--- src/pss_pkg.sv ---
/*
 * Constants for the supervisor and sequencer: register map, field positions,
 * reset values, voltage codes and timing counts.
 * Assumes a 40 MHz logic clock and a simple strobe register port.
 */
package pss_pkg;
    // ------------------------------------------------------------------
    // Clock and timing
    // ------------------------------------------------------------------
    localparam int CLK_HZ            = 40_000_000;
    localparam int UNDERVOLT_LOCKOUT_DELAY_US     = 100;
    localparam int OT_DELAY_US       = 100;
    localparam int SEQ_GAP_US        = 50;
    localparam int POR_HOLD_US       = 1000;
    localparam int UNDERVOLT_LOCKOUT_DELAY_CYC    = UNDERVOLT_LOCKOUT_DELAY_US * (CLK_HZ / 1_000_000);
    localparam int OT_DELAY_CYC      = OT_DELAY_US * (CLK_HZ / 1_000_000);
    localparam int SEQ_GAP_CYC       = SEQ_GAP_US * (CLK_HZ / 1_000_000);
    localparam int POR_HOLD_CYC      = POR_HOLD_US * (CLK_HZ / 1_000_000);
    localparam int CNT_W             = 16;

    // ------------------------------------------------------------------
    // Register map (byte offsets)
    // ------------------------------------------------------------------
    localparam logic [7:0] ADDR_BUCK_CTRL_A  = 8'h00;
    localparam logic [7:0] ADDR_BUCK_CTRL_B  = 8'h04;
    localparam logic [7:0] ADDR_LDO_CTRL     = 8'h08;
    localparam logic [7:0] ADDR_UNDERVOLT_LOCKOUT_CTRL    = 8'h0C;
    localparam logic [7:0] ADDR_REG_STATUS   = 8'h10;
    localparam logic [7:0] ADDR_EVENT_FLAGS  = 8'h14;
    localparam logic [7:0] ADDR_EVENT_MASK   = 8'h18;

    // buck_ctrl_a fields
    localparam int BA_VSEL_LSB  = 0;
    localparam int BA_VSEL_W    = 4;
    localparam int BA_DISCH     = 5;
    localparam int BA_FORCE_FF  = 7;
    // buck_ctrl_b fields
    localparam int BB_VSEL_LSB  = 0;
    localparam int BB_VSEL_W    = 4;
    localparam int BB_DISCH     = 5;
    // ldo_ctrl fields
    localparam int LC_EN_ONE    = 0;
    localparam int LC_EN_TWO    = 1;
    localparam int LC_VSEL_LSB  = 4;
    localparam int LC_VSEL_W    = 4;
    // event bits: 0 main, 1 core, 2 ldo one, 3 ldo two
    localparam int NRAIL        = 4;

    // ------------------------------------------------------------------
    // Reset values and voltage codes
    // ------------------------------------------------------------------
    localparam logic [7:0] LDO_CTRL_RST  = 8'h03;
    localparam logic [2:0] UNDERVOLT_LOCKOUT_2V75     = 3'h3;
    localparam logic [3:0] MAIN_3V0      = 4'h6;
    localparam logic [3:0] MAIN_3V3      = 4'h7;
    localparam logic [3:0] CORE_1V5      = 4'h8;
    localparam logic [3:0] CORE_1V8      = 4'hB;
    localparam logic [3:0] MASK_RST      = 4'hF;

    typedef enum logic [2:0] {
        PSS_OFF    = 3'b000,
        PSS_UP1    = 3'b001,
        PSS_UP2    = 3'b011,
        PSS_RUN    = 3'b010,
        PSS_LOCK   = 3'b110,
        PSS_DN1    = 3'b111,
        PSS_DN2    = 3'b101
    } pss_state_type;
endpackage : pss_pkg

--- src/pss_sequencer.sv ---
/*
 * Supervisor and power sequencer: rail enables, power-good status,
 * fault flags, lockout sequencing, reset outputs and register port.
 * Assumes analog comparators deliver asynchronous levels, straps are
 * static, and software uses the one-cycle strobe register port.
 */
// Chosen here: strobed register access and the address map.
// Notes on behaviour
// - Low-dropout mode holds high-side switch on
// - Discharge on shutdown only when enabled
// - Buck power-not-good at 10%, 5% hysteresis
// - Status bits plus maskable drop interrupt
// - No monitoring while converter disabled
// - Power-on reset follows main rail good
// - Linear regulators monitored the same way
// - Linear two monitor off when disabled
// - Overtemperature shutdown armed only fixed-frequency
// - Linear regulators on after reset
// - Undervoltage threshold 2.75 V, software writable
// - Undervoltage: fail low, wait, ordered shutdown
// - Overtemperature follows the same sequence
// - Automatic restart once fault clears
// - Charger lockout at about 2.5 V
// - Order pin picks first-up, last-down converter
// - Core default from strap, 1.5/1.8 V
// - Main default from strap, 3.0/3.3 V
// - Power fail low while reset low
// - Bit 7 forces fixed-frequency mode
// - Reset held through startup plus hold
`timescale 1ns/100ps
module pss_sequencer
    import pss_pkg::*;
(
    input  wire logic       clock_i,
    input  wire logic       rst_i,
    input  wire logic [7:0] addr_i,
    input  wire logic [7:0] wdata_i,
    input  wire logic       wr_i,
    input  wire logic       rd_i,
    output logic      [7:0] rdata_o,
    input  wire logic       seq_order_sel_i,
    input  wire logic       core_default_sel_i,
    input  wire logic       main_default_sel_i,
    input  wire logic       undervolt_i,
    input  wire logic       overtemp_i,
    input  wire logic       battery_lid_present_i,
    input  wire logic       high_load_i,
    input  wire logic       dropout_i,
    input  wire logic       charger_supply_low_i,
    input  wire logic [3:0] good_raw_i,
    output logic            main_en_o,
    output logic            core_en_o,
    output logic            ldo_one_en_o,
    output logic            ldo_two_en_o,
    output logic            main_disch_o,
    output logic            core_disch_o,
    output logic            fixed_freq_o,
    output logic            full_duty_o,
    output logic            charger_lockout_o,
    output logic      [3:0] main_vsel_o,
    output logic      [3:0] core_vsel_o,
    output logic      [2:0] undervolt_lockout_sel_o,
    output logic            power_fail_n_o,
    output logic            power_on_reset_n_o,
    output logic            irq_o
);
    // ------------------------------------------------------------------
    // Input synchronisers
    // ------------------------------------------------------------------
    localparam int NSYNC = 9;
    logic [NSYNC-1:0] pin_raw;
    logic [NSYNC-1:0] pin_s1;
    logic [NSYNC-1:0] pin_s2;
    assign pin_raw = {seq_order_sel_i, core_default_sel_i, main_default_sel_i, undervolt_i, overtemp_i,
                      battery_lid_present_i, high_load_i, dropout_i, charger_supply_low_i};
    always_ff @(posedge clock_i or posedge rst_i) begin
        if (rst_i) begin
            pin_s1 <= '0;
            pin_s2 <= '0;
        end else begin
            pin_s1 <= pin_raw;
            pin_s2 <= pin_s1;
        end
    end
    logic order_s, coredef_s, maindef_s, uv_s, ot_s, lid_s, hiload_s, drop_s, chg_low_s;
    assign {order_s, coredef_s, maindef_s, uv_s, ot_s, lid_s, hiload_s, drop_s, chg_low_s} = pin_s2;

    // ------------------------------------------------------------------
    // Registers
    // ------------------------------------------------------------------
    logic [7:0] buck_ctrl_a, next_buck_ctrl_a;
    logic [7:0] buck_ctrl_b, next_buck_ctrl_b;
    logic [7:0] ldo_ctrl, next_ldo_ctrl;
    logic [2:0] undervolt_lockout_ctrl, next_undervolt_lockout_ctrl;
    logic [3:0] event_flags, next_event_flags;
    logic [3:0] event_mask, next_event_mask;
    logic [7:0] rdata, next_rdata;
    logic       strap_done, next_strap_done;
    logic [1:0] strap_wait, next_strap_wait;
    logic [3:0] rail_good;
    logic [3:0] rail_fall;
    logic [3:0] rail_en;

    // Straps are caught only once the synchroniser holds real pin levels, never under reset
    always_comb begin
        next_buck_ctrl_a = buck_ctrl_a;
        next_buck_ctrl_b = buck_ctrl_b;
        next_ldo_ctrl    = ldo_ctrl;
        next_undervolt_lockout_ctrl   = undervolt_lockout_ctrl;
        next_event_mask  = event_mask;
        next_strap_wait  = {strap_wait[0], 1'b1};
        next_strap_done  = strap_done | strap_wait[1];
        if (!strap_done) begin
            next_buck_ctrl_a[BA_VSEL_LSB +: BA_VSEL_W] = maindef_s ? MAIN_3V3 : MAIN_3V0;
            next_buck_ctrl_b[BB_VSEL_LSB +: BB_VSEL_W] = coredef_s ? CORE_1V8 : CORE_1V5;
        end
        if (wr_i) begin
            unique case (addr_i)
                ADDR_BUCK_CTRL_A: next_buck_ctrl_a = wdata_i;
                ADDR_BUCK_CTRL_B: next_buck_ctrl_b = wdata_i;
                ADDR_LDO_CTRL:    next_ldo_ctrl    = wdata_i;
                ADDR_UNDERVOLT_LOCKOUT_CTRL:   next_undervolt_lockout_ctrl   = wdata_i[2:0];
                ADDR_EVENT_MASK:  next_event_mask  = wdata_i[3:0];
                default:          ;
            endcase
        end
        // Write one to clear; a drop in the same cycle wins
        next_event_flags = event_flags;
        if (wr_i && addr_i == ADDR_EVENT_FLAGS) begin
            next_event_flags = event_flags & ~wdata_i[3:0];
        end
        next_event_flags = next_event_flags | rail_fall;
        next_rdata = 8'h00;
        if (rd_i) begin
            unique case (addr_i)
                ADDR_BUCK_CTRL_A: next_rdata = buck_ctrl_a;
                ADDR_BUCK_CTRL_B: next_rdata = buck_ctrl_b;
                ADDR_LDO_CTRL:    next_rdata = ldo_ctrl;
                ADDR_UNDERVOLT_LOCKOUT_CTRL:   next_rdata = {5'h00, undervolt_lockout_ctrl};
                ADDR_REG_STATUS:  next_rdata = {4'h0, rail_good};
                ADDR_EVENT_FLAGS: next_rdata = {4'h0, event_flags};
                ADDR_EVENT_MASK:  next_rdata = {4'h0, event_mask};
                default:          next_rdata = 8'h00;
            endcase
        end
    end

    always_ff @(posedge clock_i or posedge rst_i) begin
        if (rst_i) begin
            buck_ctrl_a <= 8'h00;
            buck_ctrl_b <= 8'h00;
            ldo_ctrl    <= LDO_CTRL_RST;
            undervolt_lockout_ctrl   <= UNDERVOLT_LOCKOUT_2V75;
            event_flags <= 4'h0;
            event_mask  <= MASK_RST;
            rdata       <= 8'h00;
            strap_done  <= 1'b0;
            strap_wait  <= 2'h0;
        end else begin
            buck_ctrl_a <= next_buck_ctrl_a;
            buck_ctrl_b <= next_buck_ctrl_b;
            ldo_ctrl    <= next_ldo_ctrl;
            undervolt_lockout_ctrl   <= next_undervolt_lockout_ctrl;
            event_flags <= next_event_flags;
            event_mask  <= next_event_mask;
            rdata       <= next_rdata;
            strap_done  <= next_strap_done;
            strap_wait  <= next_strap_wait;
        end
    end

    // ------------------------------------------------------------------
    // Rail monitors
    // ------------------------------------------------------------------
    genvar gi;
    generate
        for (gi = 0; gi < NRAIL; gi++) begin : g_mon
            pss_rail_mon u_mon (
                .clock_i    (clock_i),
                .rst_i      (rst_i),
                .enable_i   (rail_en[gi]),
                .good_raw_i (good_raw_i[gi]),
                .good_o     (rail_good[gi]),
                .fall_o     (rail_fall[gi])
            );
        end
    endgenerate

    // ------------------------------------------------------------------
    // Sequencer
    // ------------------------------------------------------------------
    pss_state_type state, next_state;
    logic [CNT_W-1:0] cnt, next_cnt;
    logic fixed_freq;
    logic fault;
    logic first_en, second_en;
    logic next_first_en, next_second_en;
    logic main_en, core_en;
    logic lid_seen, next_lid_seen;

    assign fixed_freq = buck_ctrl_a[BA_FORCE_FF] | hiload_s;
    // Thermal trip only counts while switching at fixed frequency
    assign fault = uv_s | (ot_s & fixed_freq) | (lid_seen & ~lid_s);
    // First converter is core when order pin low, main when high
    assign main_en = order_s ? first_en : second_en;
    assign core_en = order_s ? second_en : first_en;
    assign rail_en = {ldo_ctrl[LC_EN_TWO] & main_en, ldo_ctrl[LC_EN_ONE] & main_en, core_en, main_en};

    always_comb begin
        next_state     = state;
        next_cnt       = cnt;
        next_first_en  = first_en;
        next_second_en = second_en;
        next_lid_seen  = lid_seen | lid_s;
        unique case (state)
            PSS_OFF: begin
                if (strap_done && !fault) begin
                    next_state    = PSS_UP1;
                    next_first_en = 1'b1;
                    next_cnt      = CNT_W'(SEQ_GAP_CYC);
                end
            end
            PSS_UP1: begin
                if (fault) begin
                    next_state = PSS_LOCK;
                    next_cnt   = CNT_W'(UNDERVOLT_LOCKOUT_DELAY_CYC);
                end else if (cnt == '0) begin
                    next_state     = PSS_UP2;
                    next_second_en = 1'b1;
                end else begin
                    next_cnt = cnt - 1'b1;
                end
            end
            PSS_UP2: begin
                next_state = PSS_RUN;
            end
            PSS_RUN: begin
                if (fault) begin
                    next_state = PSS_LOCK;
                    next_cnt   = uv_s ? CNT_W'(UNDERVOLT_LOCKOUT_DELAY_CYC) : CNT_W'(OT_DELAY_CYC);
                end
            end
            PSS_LOCK: begin
                if (cnt == '0) begin
                    next_state     = PSS_DN1;
                    next_second_en = 1'b0;
                    next_cnt       = CNT_W'(SEQ_GAP_CYC);
                end else begin
                    next_cnt = cnt - 1'b1;
                end
            end
            PSS_DN1: begin
                if (cnt == '0) begin
                    next_state    = PSS_DN2;
                    next_first_en = 1'b0;
                end else begin
                    next_cnt = cnt - 1'b1;
                end
            end
            PSS_DN2: begin
                next_state = PSS_OFF;
            end
            default: begin
                next_state = PSS_OFF;
            end
        endcase
    end

    always_ff @(posedge clock_i or posedge rst_i) begin
        if (rst_i) begin
            state     <= PSS_OFF;
            cnt       <= '0;
            first_en  <= 1'b0;
            second_en <= 1'b0;
            lid_seen  <= 1'b0;
        end else begin
            state     <= next_state;
            cnt       <= next_cnt;
            first_en  <= next_first_en;
            second_en <= next_second_en;
            lid_seen  <= next_lid_seen;
        end
    end

    // ------------------------------------------------------------------
    // Reset hold and outputs
    // ------------------------------------------------------------------
    logic [CNT_W-1:0] por_cnt, next_por_cnt;
    logic por_n, next_por_n;
    logic pf_n, next_pf_n;
    logic [23:0] outs, next_outs;

    always_comb begin
        next_por_cnt = por_cnt;
        next_por_n   = por_n;
        if (!rail_good[0]) begin
            next_por_cnt = CNT_W'(POR_HOLD_CYC);
            next_por_n   = 1'b0;
        end else if (por_cnt != '0) begin
            next_por_cnt = por_cnt - 1'b1;
        end else begin
            next_por_n = 1'b1;
        end
        next_pf_n = next_por_n & ~fault & (state != PSS_LOCK);
        next_outs = {main_en, core_en, rail_en[2], rail_en[3],
                     ~main_en & (state != PSS_RUN) & buck_ctrl_a[BA_DISCH],
                     ~core_en & (state != PSS_RUN) & buck_ctrl_b[BB_DISCH],
                     fixed_freq, drop_s,
                     chg_low_s,
                     buck_ctrl_a[3:0], buck_ctrl_b[3:0], undervolt_lockout_ctrl,
                     |(event_flags & event_mask), 3'h0};
    end

    always_ff @(posedge clock_i or posedge rst_i) begin
        if (rst_i) begin
            por_cnt <= '0;
            por_n   <= 1'b0;
            pf_n    <= 1'b0;
            outs    <= '0;
        end else begin
            por_cnt <= next_por_cnt;
            por_n   <= next_por_n;
            pf_n    <= next_pf_n;
            outs    <= next_outs;
        end
    end

    assign {main_en_o, core_en_o, ldo_one_en_o, ldo_two_en_o, main_disch_o, core_disch_o, fixed_freq_o,
            full_duty_o, charger_lockout_o, main_vsel_o, core_vsel_o, undervolt_lockout_sel_o, irq_o} = outs[23:3];
    assign rdata_o            = rdata;
    assign power_on_reset_n_o = por_n;
    assign power_fail_n_o     = pf_n;

    // ------------------------------------------------------------------
    // Checks
    // ------------------------------------------------------------------
    por_fail_link_a: assert property (@(posedge clock_i) disable iff (rst_i)
        !power_on_reset_n_o |-> !power_fail_n_o) else $error("power fail high while reset low");
    por_needs_good_a: assert property (@(posedge clock_i) disable iff (rst_i)
        !rail_good[0] |=> !power_on_reset_n_o) else $error("reset released without main good");
    lock_drops_fail_a: assert property (@(posedge clock_i) disable iff (rst_i)
        state == PSS_LOCK |=> !power_fail_n_o) else $error("power fail not low in lockout");
    order_down_a: assert property (@(posedge clock_i) disable iff (rst_i)
        state == PSS_DN1 |-> first_en && !second_en) else $error("shutdown order wrong");
    ldo_reset_on_a: assert property (@(posedge clock_i) disable iff (rst_i)
        $rose(strap_done) |-> ldo_ctrl[LC_EN_ONE] && ldo_ctrl[LC_EN_TWO]) else $error("ldo off after reset");
    mon_off_quiet_a: assert property (@(posedge clock_i) disable iff (rst_i)
        !rail_en[1] ##1 !rail_en[1] |-> !rail_good[1] && !rail_fall[1]) else $error("off core monitored");
    fall_sets_flag_a: assert property (@(posedge clock_i) disable iff (rst_i)
        rail_fall[0] |=> event_flags[0]) else $error("drop event lost");
    restart_auto_a: assert property (@(posedge clock_i) disable iff (rst_i)
        state == PSS_OFF && strap_done && !fault |=> state == PSS_UP1) else $error("no restart");
endmodule : pss_sequencer

--- src/pss_rail_mon.sv ---
/*
 * Power-good monitor for one rail: synchronises the comparator,
 * applies the enable gate and produces a falling-edge event.
 * Assumes the analog comparator already implements the hysteresis band.
 */
`timescale 1ns/100ps
module pss_rail_mon
    import pss_pkg::*;
(
    input  wire logic clock_i,
    input  wire logic rst_i,
    input  wire logic enable_i,
    input  wire logic good_raw_i,
    output logic      good_o,
    output logic      fall_o
);
    logic sync_a;
    logic sync_b;
    logic good;
    logic next_good;
    logic fall;
    logic next_fall;

    // Monitoring is off with the rail, so an off rail reads not good but raises nothing
    always_comb begin
        next_good = enable_i & sync_b;
        next_fall = enable_i & good & ~sync_b;
    end

    always_ff @(posedge clock_i or posedge rst_i) begin
        if (rst_i) begin
            sync_a <= 1'b0;
            sync_b <= 1'b0;
            good   <= 1'b0;
            fall   <= 1'b0;
        end else begin
            sync_a <= good_raw_i;
            sync_b <= sync_a;
            good   <= next_good;
            fall   <= next_fall;
        end
    end

    assign good_o = good;
    assign fall_o = fall;
endmodule : pss_rail_mon

--- config.mk ---
export PLATFORM = sky130hd
export DESIGN_NAME = pss_sequencer
export DESIGN_NICKNAME = d
export VERILOG_FILES = /design/src/pss_pkg.sv /design/src/pss_sequencer.sv /design/src/pss_rail_mon.sv
export SDC_FILE = /design/constraint.sdc
export NUM_CORES = 1
export LEC_CHECK = 0
export BUFFER_PORTS_ARGS = -buffer_cell sky130_fd_sc_hd__buf_2
export CAP_MARGIN = 0
export CORE_ASPECT_RATIO = 1.2
export CORE_MARGIN = 10
export CORE_UTILIZATION = 53
export CTS_BUF_LIST = sky130_fd_sc_hd__clkbuf_8
export DETAILED_ROUTE_END_ITERATION = 8
export GPL_TIMING_DRIVEN = 0
export PLACE_DENSITY = 0.76
export RECOVER_POWER = 50
export SYNTH_ARGS = -nofsm -noshare
export SYNTH_HDL_FRONTEND = slang
export SYNTH_SLANG_ARGS = --single-unit
export TNS_END_PERCENT = 30
--- constraint.sdc ---
create_clock -name clock_i -period 4.3 [get_ports clock_i]
set_input_delay 0.645 -clock clock_i [delete_from_list [all_inputs] [get_ports clock_i]]
set_output_delay 0.645 -clock clock_i [all_outputs]
set_load 0.1 [all_outputs]
==> results of run 1 <==
through the flow:
step                      hold WS [ns]  cell area, um2  total power (W)  setup WS (ns)  cells
after floorplan                  0.331            5930          0.00235           1.90    504
after global placement           0.334            6410          0.00254           1.14    698
after detailed placement         0.335            6470          0.00259           1.71    701
after CTS                        0.285            6860          0.00365           1.71    733
after global routing             0.275            6860          0.00384           1.59    733
final                            0.297            6860          0.00365           1.70    733
worst reg2reg max path, cell delays in order (launching register included):
cell and delay (ns):
dfrtp_1 0.42, inv_1 0.14, ha_1 0.17, or4b_4 0.53, nor4_4 0.35, buf_6 0.20
inv_4 0.08, ha_1 0.29, o311ai_0 0.31
cells in the mapped netlist (5+ instances only):
library cell  count  share of area, %
a21o_1            5              0.63
a21oi_1          25               2.1
a31oi_1           8              0.84
and2_1            9              0.95
and3_1            7              0.74
clkbuf_1         11              0.70
dfrtp_1         133                56
dfstp_2           8               3.5
inv_1            18               1.1
mux2_2           24               4.6
mux2i_1          12               2.0
nand2_1          34               2.2
nand2b_1          6              0.63
nand3_1          16               1.4
nor2_1           38               2.4
nor2b_1           7              0.74
nor3_1            8              0.68
nor3b_1           5              0.63
nor4_1            6              0.63
o21ai_0          25               2.1
o31ai_1           6              0.76
or3_1             7              0.74
or4_1             6              0.76
layer usage:
layer / track usage (%) / part of all wire (%) / up-vias
met1: 21.8 / 43 / 2121
li1: - / - / 1986
met2: 27.2 / 50 / 153
met3: 3.84 / 6.0 / 25
met4: 7.84 / 1.9 / 0
met5: 0 / 0 / -
logic make-up (layout without fill, tap and decap cells):
kind of cell	after synthesis	after routing	synth area share, %
buffers and inverters	36	133	2.62
other	1	1	0.0633
XOR/XNOR	5	5	0.739
AND/OR/NAND/NOR	171	171	16.1
AO/OA/AOI/OAI	106	106	11.9
flip-flops	141	141	59.7
multiplexers	40	40	8.10
adder cells (fa/ha/maj)	4	4	0.844
state kept, by name, indices dropped and copies added, names as in the netlist, 8 cells and up, named ones only:
register / cells
rdata_o: 8
ldo_ctrl: 8
pin_s1: 9
pin_s2: 9
por_cnt: 16
buck_ctrl_b: 8
outs: 21
cnt: 16
buck_ctrl_a: 8
path summary, 6_finish.rpt:
kind | from | endpoint | slack (ns)
max | cnt[0]$_DFFE_PP0P_ | cnt[0]$_DFFE_PP0P_ | 1.70
min | battery_lid_present_i | pin_s1[3]$_DFF_PP0_ | 0.30
max reg2reg | cnt[0]$_DFFE_PP0P_ | cnt[0]$_DFFE_PP0P_ | 1.70
min reg2reg | pin_s1[2]$_DFF_PP0_ | pin_s2[2]$_DFF_PP0_ | 0.35
max in group asynchronous | rst_i | por_cnt[3]$_DFFE_PP0P_ | 2.74
min in group asynchronous | rst_i | buck_ctrl_b[6]$_DFFE_PP0P_ | 0.56
power by group through the flow:
stage / clock, W / sequential, W / combinational (W)
after floorplan: 0 / 0.00172 / 0.000633
after global placement: 0 / 0.00163 / 0.000916
after detailed placement: 0 / 0.00164 / 0.000956
after CTS: 0.00107 / 0.00161 / 0.000965
after global routing: 0.00114 / 0.00164 / 0.00107
final: 0.00106 / 0.00161 / 0.000968
cell type report:
class	count	area (um2)	area share, %
Sequential cell	141	3540	51.6
Buffer	17	81.3	1.19
Clock inverter	15	159	2.32
Tap cell	132	165	2.41
Multi-Input combinational cell	327	2230	32.6
Timing Repair Buffer	65	370	5.40
Clock buffer	17	234	3.41
Inverter	19	75.1	1.09
==> results.md, run 1 <==
- # setup viols final: 0
- CTS sink count: 141
- WL/cell: 17.4 um
- CTS tree: built
- All-layer global routing usage: 17.1%
- Grt total ovfl: 0
- Clock power share: 29.2%
- Critical Path, Cell by Cell: inv_1, ha_1, or4b_4, nor4_4, buf_6, inv_4, ha_1, o311ai_0
- R2R depth: 8
- RSZ-0062 raised after global routing: false
- Part of the Yosys area used for sequential elements: 59.7%
- Global-route wire length before repair: 21400 um
- Req. time, crit path: 4.63 ns
- Postcts setup bufs: 0
- Layout cell share with drive strength beyond 1: 25.1%
- Core Area: 0.0110 mm2
- P&R area growth vs syn: 15.7%
- Share of power burned in registers: 44.3%
- Sw power: 0.00130 W
- Violated checks: capacitance limit, slew limit
- Clock latency on the worst-skew pair: 0.45 ns
- Initial DRC count: 287
- Max stage delay on crit path: 0.53 ns
- GP Congestion: 0.877
- Detailed Routing Iterations Pass 1: 6
- Hpwl dp: 9150 um
- #FFs+latches synth: 141
- Power density over the cells: 532 mW/mm2
- Hold Vio Cnt, Final: 0
- Hold-fix buffers at CTS: 0
- Crit path top cell by count: ha_1
- Clk slew on worst S/H paths: 0.09 ns
- Die Y: 136 um
- # diodes: 0
- H-tree depth: 4
- Min Tclk post-route: 2.60 ns
- Fin util: 62.4%
- Clk_skew: 0.0120 ns
- Final wirelength: 12700 um
- Resized Gates After CTS: 0
- I/O Buffers: 62
- Int Pwr: 0.00234 W
- Max Slew Vio Count: 33
- Critical Path End Type: register
- Post-synth EDFFs: 0
- DRC: 0
- Initial Util: 54.0%
- Top FF cell, synth: dfrtp_1
- Vias in the first global route: 4287
- Post-synth ARST share: 100%
- Sw Share: 35.7%
- Worst EP arrival: 2.94 ns
- Num CTS Buffers: 17
- Final #Nets: 625
- Antenna violations before repair: 0
- Die area: 0.0158 mm2
- Row cnt: 42
- Commonest non-fill, non-tap cell in the layout: dfrtp_1
- Antenna viol nets, final: 0
- CP top delay family: simple AND/OR/NAND/NOR gates
- Power share of the combinational group: 26.5%
- Max-slew headroom: -2.60%
- Synth unique cells: 68
- Synthesized area per cell: 11.8 um2
- Tightest Hold Check Type: in -> reg
- Top fanout value on the critical path: 10
- Total leakage power: 3.14 nW
- Crit path kind: reg -> reg
- Status: complete, but fails checks
- Most frequent cells in the layout: 133 x dfrtp_1, 64 x buf_2, 38 x nor2_1
- CP bufs+invs: 3
- Hold depth: 1
- Synth Cell Area: 0.00593 mm2
- IO Pins: 64
- Total negative slack: 0 ns
- Vias per cell: 5.85
- Slew @ Worst Pin: 1.53 ns
- MaxCap Viol Count: 1
- Slowest cell on the critical path: or4b_4
- Max VDD drop: 310 uV
- Syn Inst Count: 504
- Synth warn: 0
- Fmax: 384 MHz
- Fill cells: 845
- Via Count: 4285
- Critical path depth: 8
- Final period util: 60.6%
- Largest net degree at the start of global routing: 47
- Synthesized Nets: 541
- Longest Clk Path Bufs: 2
- Die Width: 117 um
- Startpoint Class: register
- Root buf cell: clkbuf_8
(Power assumes the default switching activity.)
==> run 2: changes to the inputs <==
--- a/config.mk
+++ b/config.mk
@@ -13,7 +13,7 @@
 export CTS_BUF_LIST = sky130_fd_sc_hd__clkbuf_8
 export DETAILED_ROUTE_END_ITERATION = 8
 export GPL_TIMING_DRIVEN = 0
-export PLACE_DENSITY = 0.76
+export PLACE_DENSITY = 0.73
 export RECOVER_POWER = 50
 export SYNTH_ARGS = -nofsm -noshare
 export SYNTH_HDL_FRONTEND = slang
==> constraint.sdc (replaced) <==
create_clock -name clock_i -period 2.65 [get_ports clock_i]
set_input_delay 0.3975 -clock clock_i [delete_from_list [all_inputs] [get_ports clock_i]]
set_output_delay 0.3975 -clock clock_i [all_outputs]
set_load 0.1 [all_outputs]
==> run 2 against run 1 <==
- the run now ends clean
- hold slack worse by 0.24 ns
- critical path depth stayed put
- cell count rose by 0.41%
- cell area increased by 0.47%
- fmax grew 6.8%
- clock skew grew 0.0016 ns
==> results.md, run 2 (synthesized netlist as in run 1, its figures left out) <==
- Vias in the first global route: 4243 (was 4287)
- # diodes: 0 (unchanged)
- Critical Path End Type: register (unchanged)
- Hold slack final: 0.0601 ns (was 0.297 ns)
- I/O Buffers: 62 (unchanged)
- Placed cell areas: 0.00647 mm2 (unchanged)
- Max-slew headroom: 3.05% (was -2.60%)
- CP bufs+invs: 3 (unchanged)
- Reg-to-reg slack, setup: 0.21 ns (was 1.70 ns)
- RSZ-0062 raised after global routing: false (unchanged)
- P&R area growth vs syn: 16.2% (was 15.7%)
- Initial Util: 54.0% (unchanged)
- Commonest non-fill, non-tap cell in the layout: dfrtp_1 (unchanged)
- Num CTS Buffers: 17 (unchanged)
- Hold_sp: high_load_i (was battery_lid_present_i)
- Global-route wire length before repair: 21200 um (was 21400 um)
- Post-route cell area: 0.00689 mm2 (was 0.00686 mm2)
- Hold Vio Cnt, Final: 0 (unchanged)
- Design Power: 0.00601 W (was 0.00365 W)
- Largest registers: outs (21), cnt (16), por_cnt (16) (unchanged)
- Die Width: 117 um (unchanged)
- CTS sink count: 141 (unchanged)
- Tightest Hold Check Type: in -> reg (unchanged)
- Final period util: 92.0% (was 60.6%)
- Grt total ovfl: 0 (unchanged)
- Detailed Routing Iterations Pass 1: 4 (was 6)
- # setup viols final: 0 (unchanged)
- IO Pins: 64 (unchanged)
- Die Y: 136 um (unchanged)
- Req. time, crit path: 2.99 ns (was 4.63 ns)
- Slew @ Worst Pin: 1.45 ns (was 1.53 ns)
- Fill cells: 883 (was 845)
- Max Slew Vio Count: 0 (was 33)
- Slowest cell on the critical path: or4b_4 (unchanged)
- Largest net degree at the start of global routing: 44 (was 47)
- Root buf cell: clkbuf_8 (unchanged)
- Die area: 0.0158 mm2 (unchanged)
- Final #Nets: 628 (was 625)
- Hpwl dp: 9090 um (was 9150 um)
- R2R Path End: cnt[0]$_DFFE_PP0P_ (unchanged)
- Final wirelength: 12600 um (was 12700 um)
- Initial DRC count: 279 (was 287)
- Max VDD drop: 521 uV (was 310 uV)
- Row cnt: 42 (unchanged)
- Critical Path, Cell by Cell: inv_1, ha_1, or4b_4, nor4_4, buf_6, inv_4, ha_1, o311ai_1 (was inv_1, ha_1, or4b_4, nor4_4, buf_6, inv_4, ha_1, o311ai_0)
- Layout cell share with drive strength beyond 1: 24.7% (was 25.1%)
- Hold-fix buffers at CTS: 0 (unchanged)
- Most frequent cells in the layout: 133 x dfrtp_1, 63 x buf_2, 38 x nor2_1 (was 133 x dfrtp_1, 64 x buf_2, 38 x nor2_1)
- Worst EP arrival: 2.78 ns (was 2.94 ns)
- H-tree depth: 4 (unchanged)
- Total leakage power: 3.17 nW (was 3.14 nW)
- Power density over the cells: 873 mW/mm2 (was 532 mW/mm2)
- CTS tree: built (unchanged)
- Clk slew on worst S/H paths: 0.08 ns (was 0.09 ns)
- Hold depth: 1 (unchanged)
- R2R depth: 8 (unchanged)
- Worst setup path startpoint: cnt[0]$_DFFE_PP0P_ (unchanged)
- All-layer global routing usage: 17.0% (was 17.1%)
- Status: finished, final reports clean (was complete, but fails checks)
- GP Congestion: 0.860 (was 0.877)
- Crit path kind: reg -> reg (unchanged)
- Top fanout value on the critical path: 10 (unchanged)
- Max reg flops: 21 (unchanged)
- Min Tclk post-route: 2.44 ns (was 2.60 ns)
- Via Count: 4259 (was 4285)
- R2R Path Start: cnt[0]$_DFFE_PP0P_ (unchanged)
- Fmax: 410 MHz (was 384 MHz)
- Antenna violations before repair: 0 (unchanged)
- Most flop-heavy register: outs (unchanged)
- Antenna viol nets, final: 0 (unchanged)
- Core Area: 0.0110 mm2 (unchanged)
- Max stage delay on crit path: 0.52 ns (was 0.53 ns)
- DRC: 0 (unchanged)
- Clk_skew: 0.0137 ns (was 0.0120 ns)
- CP top delay family: simple AND/OR/NAND/NOR gates (unchanged)
- Longest Clk Path Bufs: 2 (unchanged)
- Startpoint Class: register (unchanged)
- Clock latency on the worst-skew pair: 0.44 ns (was 0.45 ns)
- Crit path top cell by count: ha_1 (unchanged)
- Hold Crit Endpoint: pin_s1[2]$_DFF_PP0_ (was pin_s1[3]$_DFF_PP0_)
- Vias per cell: 5.79 (was 5.85)
- MaxCap Viol Count: 0 (was 1)
- WL/cell: 17.1 um (was 17.4 um)
-- run 2: changes by cell type in the layout (fill, tap and decap cells not counted), sizes merged --
cell,change
clkbuf,+3
clkinv,-3
bufinv,+2
buf,+1
-- run 2: how the worst max path moves through the flow --
stage	to	cells after the start
after floorplan	cnt[0]$_DFFE_PP0P_	8
after global placement	por_cnt[12]$_DFFE_PP0P_	2
after global routing	cnt[0]$_DFFE_PP0P_	8
after CTS	cnt[0]$_DFFE_PP0P_	8
final	cnt[0]$_DFFE_PP0P_	8
after detailed placement	cnt[0]$_DFFE_PP0P_	8
-- run 2: through the flow --
step	setup TNS, ns	utilization [%]	worst slack [ns]	instances
final	0	62.7	0.212	736
after global routing	0	62.7	0.0344	736
after CTS	0	62.8	0.0763	733
after detailed placement	0	58.9	0.112	701
after global placement	-34.55	58.3	-0.266	698
after floorplan	0	-	0.345	504
-- run 2: layout make-up --
cell class / count / area, um2 / share of cell area [%]
Clock inverter: 14 / 180 / 2.61
Timing Repair Buffer: 68 / 368 / 5.34
Sequential cell: 141 / 3540 / 51.4
Clock buffer: 18 / 248 / 3.60
Inverter: 19 / 75.1 / 1.09
Buffer: 17 / 81.3 / 1.18
Multi-Input combinational cell: 327 / 2230 / 32.4
Tap cell: 132 / 165 / 2.40
-- run 2: report_power, final --
part / internal [W] / total (W) / switching, W
registers: 0.00240 / 0.00262 / 0.000222
clock network: 0.00104 / 0.00183 / 0.000792
logic: 0.000557 / 0.00156 / 0.00100
total: 0.00399 / 0.00601 / 0.00202
-- run 2: layer usage --
layer	routed length [um]	GRT usage [%]	up-vias
met2	6380	27.7	124
li1	-	-	1997
met3	779	4.28	20
met1	5260	21.6	2118
met4	174	5.91	0
met5	0	0	-
-- run 2: what timing repair did --
action	CTS	global route
buffers inserted	0	3
resized for setup	0	1
setup endpoints to repair	0	1
==> run 3: changes to the inputs <==
--- a/config.mk
+++ b/config.mk
@@ -5,7 +5,7 @@
 export SDC_FILE = /design/constraint.sdc
 export NUM_CORES = 1
 export LEC_CHECK = 0
-export BUFFER_PORTS_ARGS = -buffer_cell sky130_fd_sc_hd__buf_2
+export BUFFER_PORTS_ARGS = -buffer_cell sky130_fd_sc_hd__buf_4
 export CAP_MARGIN = 0
 export CORE_ASPECT_RATIO = 1.2
 export CORE_MARGIN = 10
==> run 3 against run 2 <==
- clock skew is 0.0029 ns lower
- non-clock buffer count down 1
- first-iteration DRC count down 9.0%
- count of clock-buffer cells in the layout decreased by 1
- clock power down 15%
- cell area grew 1.2%
- critical path type unchanged
==> results.md, run 3 (synthesized netlist as in run 1, its figures left out) <==
- DRC: 0 (unchanged)
- CP bufs+invs: 3 (unchanged)
- Global-route wire length before repair: 21600 um (was 21200 um)
- Initial Util: 54.0% (unchanged)
- # diodes: 0 (unchanged)
- Max VDD drop: 506 uV (was 521 uV)
- Layout cell share with drive strength beyond 1: 25.4% (was 24.7%)
- Total leakage power: 3.16 nW (was 3.17 nW)
- Crit path kind: reg -> reg (unchanged)
- Hold Crit Endpoint: g_mon[1].u_mon.sync_a$_DFF_PP0_ (was pin_s1[2]$_DFF_PP0_)
- R2R Path End: cnt[0]$_DFFE_PP0P_ (unchanged)
- H-tree depth: 4 (unchanged)
- Die Width: 117 um (unchanged)
- Pre-CTS setup slack: 0.117 ns (was 0.112 ns)
- Via Count: 4285 (was 4259)
- Fmax: 396 MHz (was 410 MHz)
- WL/cell: 17.1 um (about the same)
- Die Y: 136 um (unchanged)
- Grt total ovfl: 0 (unchanged)
- MaxCap Viol Count: 0 (unchanged)
- Most frequent cells in the layout: 133 x dfrtp_1, 49 x buf_4, 38 x nor2_1 (was 133 x dfrtp_1, 63 x buf_2, 38 x nor2_1)
- Worst EP arrival: 2.84 ns (was 2.78 ns)
- Fin util: 63.5% (was 62.7%)
- Final wirelength: 12500 um (was 12600 um)
- R2R depth: 8 (unchanged)
- Min Tclk post-route: 2.52 ns (was 2.44 ns)
- Core Area: 0.0110 mm2 (unchanged)
- R2R Path Start: cnt[0]$_DFFE_PP0P_ (unchanged)
- Root buf cell: clkbuf_8 (unchanged)
- Antenna viol nets, final: 0 (unchanged)
- CTS tree: built (unchanged)
- I/O Buffers: 62 (unchanged)
- Slew @ Worst Pin: 1.05 ns (was 1.45 ns)
- GP Congestion: 0.854 (was 0.860)
- Slowest cell on the critical path: or4b_4 (unchanged)
- Largest net degree at the start of global routing: 46 (was 44)
- Commonest non-fill, non-tap cell in the layout: dfrtp_1 (unchanged)
- Hold Vio Cnt, Final: 0 (unchanged)
- Most flop-heavy register: outs (unchanged)
- Post-route cell area: 0.00697 mm2 (was 0.00689 mm2)
- Req. time, crit path: 2.97 ns (was 2.99 ns)
- Crit path top cell by count: ha_1 (unchanged)
- Initial DRC count: 254 (was 279)
- Detailed Routing Iterations Pass 1: 5 (was 4)
- Longest Clk Path Bufs: 2 (unchanged)
- Hpwl dp: 9130 um (was 9090 um)
- IO Pins: 64 (unchanged)
- Grt met3 use: 5.25% (was 4.28%)
- Met2 usage: 28.6% (was 27.7%)
- Critical Path End Type: register (unchanged)
- Clock latency on the worst-skew pair: 0.43 ns (was 0.44 ns)
- PnR worst setup slack: 0.126 ns (was 0.212 ns)
- RSZ-0062 raised after global routing: false (unchanged)
- Placed cell areas: 0.00662 mm2 (was 0.00647 mm2)
- Largest registers: outs (21), cnt (16), por_cnt (16) (unchanged)
- Hold depth: 1 (unchanged)
- Critical Path, Cell by Cell: inv_1, ha_1, or4b_4, nor4_4, buf_6, inv_4, ha_1, o311ai_0 (was inv_1, ha_1, or4b_4, nor4_4, buf_6, inv_4, ha_1, o311ai_1)
- Status: finished, final reports clean (unchanged)
- Num CTS Buffers: 17 (unchanged)
- Met1 Usage GRT: 21.4% (was 21.6%)
- Top fanout value on the critical path: 10 (unchanged)
- Fill cells: 858 (was 883)
- Max Slew Vio Count: 0 (unchanged)
- CP top delay family: simple AND/OR/NAND/NOR gates (unchanged)
- P&R area growth vs syn: 17.6% (was 16.2%)
- Reg-to-reg slack, setup: 0.13 ns (was 0.21 ns)
- Clk slew on worst S/H paths: 0.08 ns (about the same)
- # setup viols final: 0 (unchanged)
- Hold_sp: good_raw_i[1] (was high_load_i)
- Max-slew headroom: 29.9% (was 3.05%)
- GR peak layer: met2 (unchanged)
- Final #Nets: 627 (was 628)
- Max reg flops: 21 (unchanged)
- Final period util: 95.3% (was 92.0%)
- Power density over the cells: 826 mW/mm2 (was 873 mW/mm2)
- Antenna violations before repair: 1 (was 0)
- CTS sink count: 141 (unchanged)
- Max stage delay on crit path: 0.52 ns (about the same)
- Resized Gates After CTS: 0 (unchanged)
- Vias in the first global route: 4394 (was 4243)
- Tightest Hold Check Type: in -> reg (unchanged)
- Vias per cell: 5.83 (was 5.79)
- Design Power: 0.00576 W (was 0.00601 W)
- Die area: 0.0158 mm2 (unchanged)
- Startpoint Class: register (unchanged)
- Row cnt: 42 (unchanged)
- Clk_skew: 0.0108 ns (was 0.0137 ns)
- All-layer global routing usage: 17.3% (was 17.0%)
==> run 3: worst register-to-register path: stages (launching register included) <==
cell and delay [ns]:
dfrtp_1 0.42, inv_1 0.14, ha_1 0.17, or4b_4 0.52, nor4_4 0.29, buf_6 0.21
inv_4 0.08, ha_1 0.29, o311ai_0 0.30
==> run 3: cell type report <==
cell class	instances	area, um2	area share (%)
clock buffers	17	234	3.35
well taps	132	165	2.37
inverters	19	75.1	1.08
flip-flops and latches	141	3540	50.7
clock inverters	15	133	1.90
repair buffers	67	513	7.36
multi-input cells	327	2230	32.0
plain buffers	17	81.3	1.17
==> run 3: metrics by stage <==
| stage | std cells | TNS (ns) | hold slack [ns] |
|---|---|---|---|
| final | 735 | 0 | 0.0870 |
| after global routing | 735 | 0 | 0.0464 |
| after CTS | 734 | 0 | 0.0378 |
| after detailed placement | 701 | 0 | 0.337 |
| after global placement | 698 | -37.14 | 0.332 |
| after floorplan | 504 | 0 | 0.331 |
==> run 3: worst max path at each step <==
stage,start,end,slack [ns],depth (start not counted)
floorplan,cnt[0]$_DFFE_PP0P_,cnt[0]$_DFFE_PP0P_,0.35,8
global placement,rst_i,por_cnt[15]$_DFFE_PP0P_,-0.29,2
detailed placement,cnt[0]$_DFFE_PP0P_,cnt[0]$_DFFE_PP0P_,0.12,8
CTS,cnt[0]$_DFFE_PP0P_,cnt[0]$_DFFE_PP0P_,0.08,8
global route,cnt[0]$_DFFE_PP0P_,cnt[0]$_DFFE_PP0P_,0.004,8
finish,cnt[0]$_DFFE_PP0P_,cnt[0]$_DFFE_PP0P_,0.13,8
==> run 3: layer usage <==
metal	share of wire, %	wire length, um
met1	41	5200
met2	51	6380
met3	6.2	777
met4	1.3	159
met5	0.16	20
==> run 3: timing repair <==
item | CTS | global route
endpoints found under the setup margin | 0 | 1
hold buffers | 1 | 0
hold endpoints to repair | 17 | 0
buffers inserted | 0 | 1
==> run 3: power breakdown <==
group	switching, W	total, W	internal [W]
Sequential	0.000227	0.00262	0.00239
Clock	0.000877	0.00156	0.000682
Combinational	0.000996	0.00158	0.000582
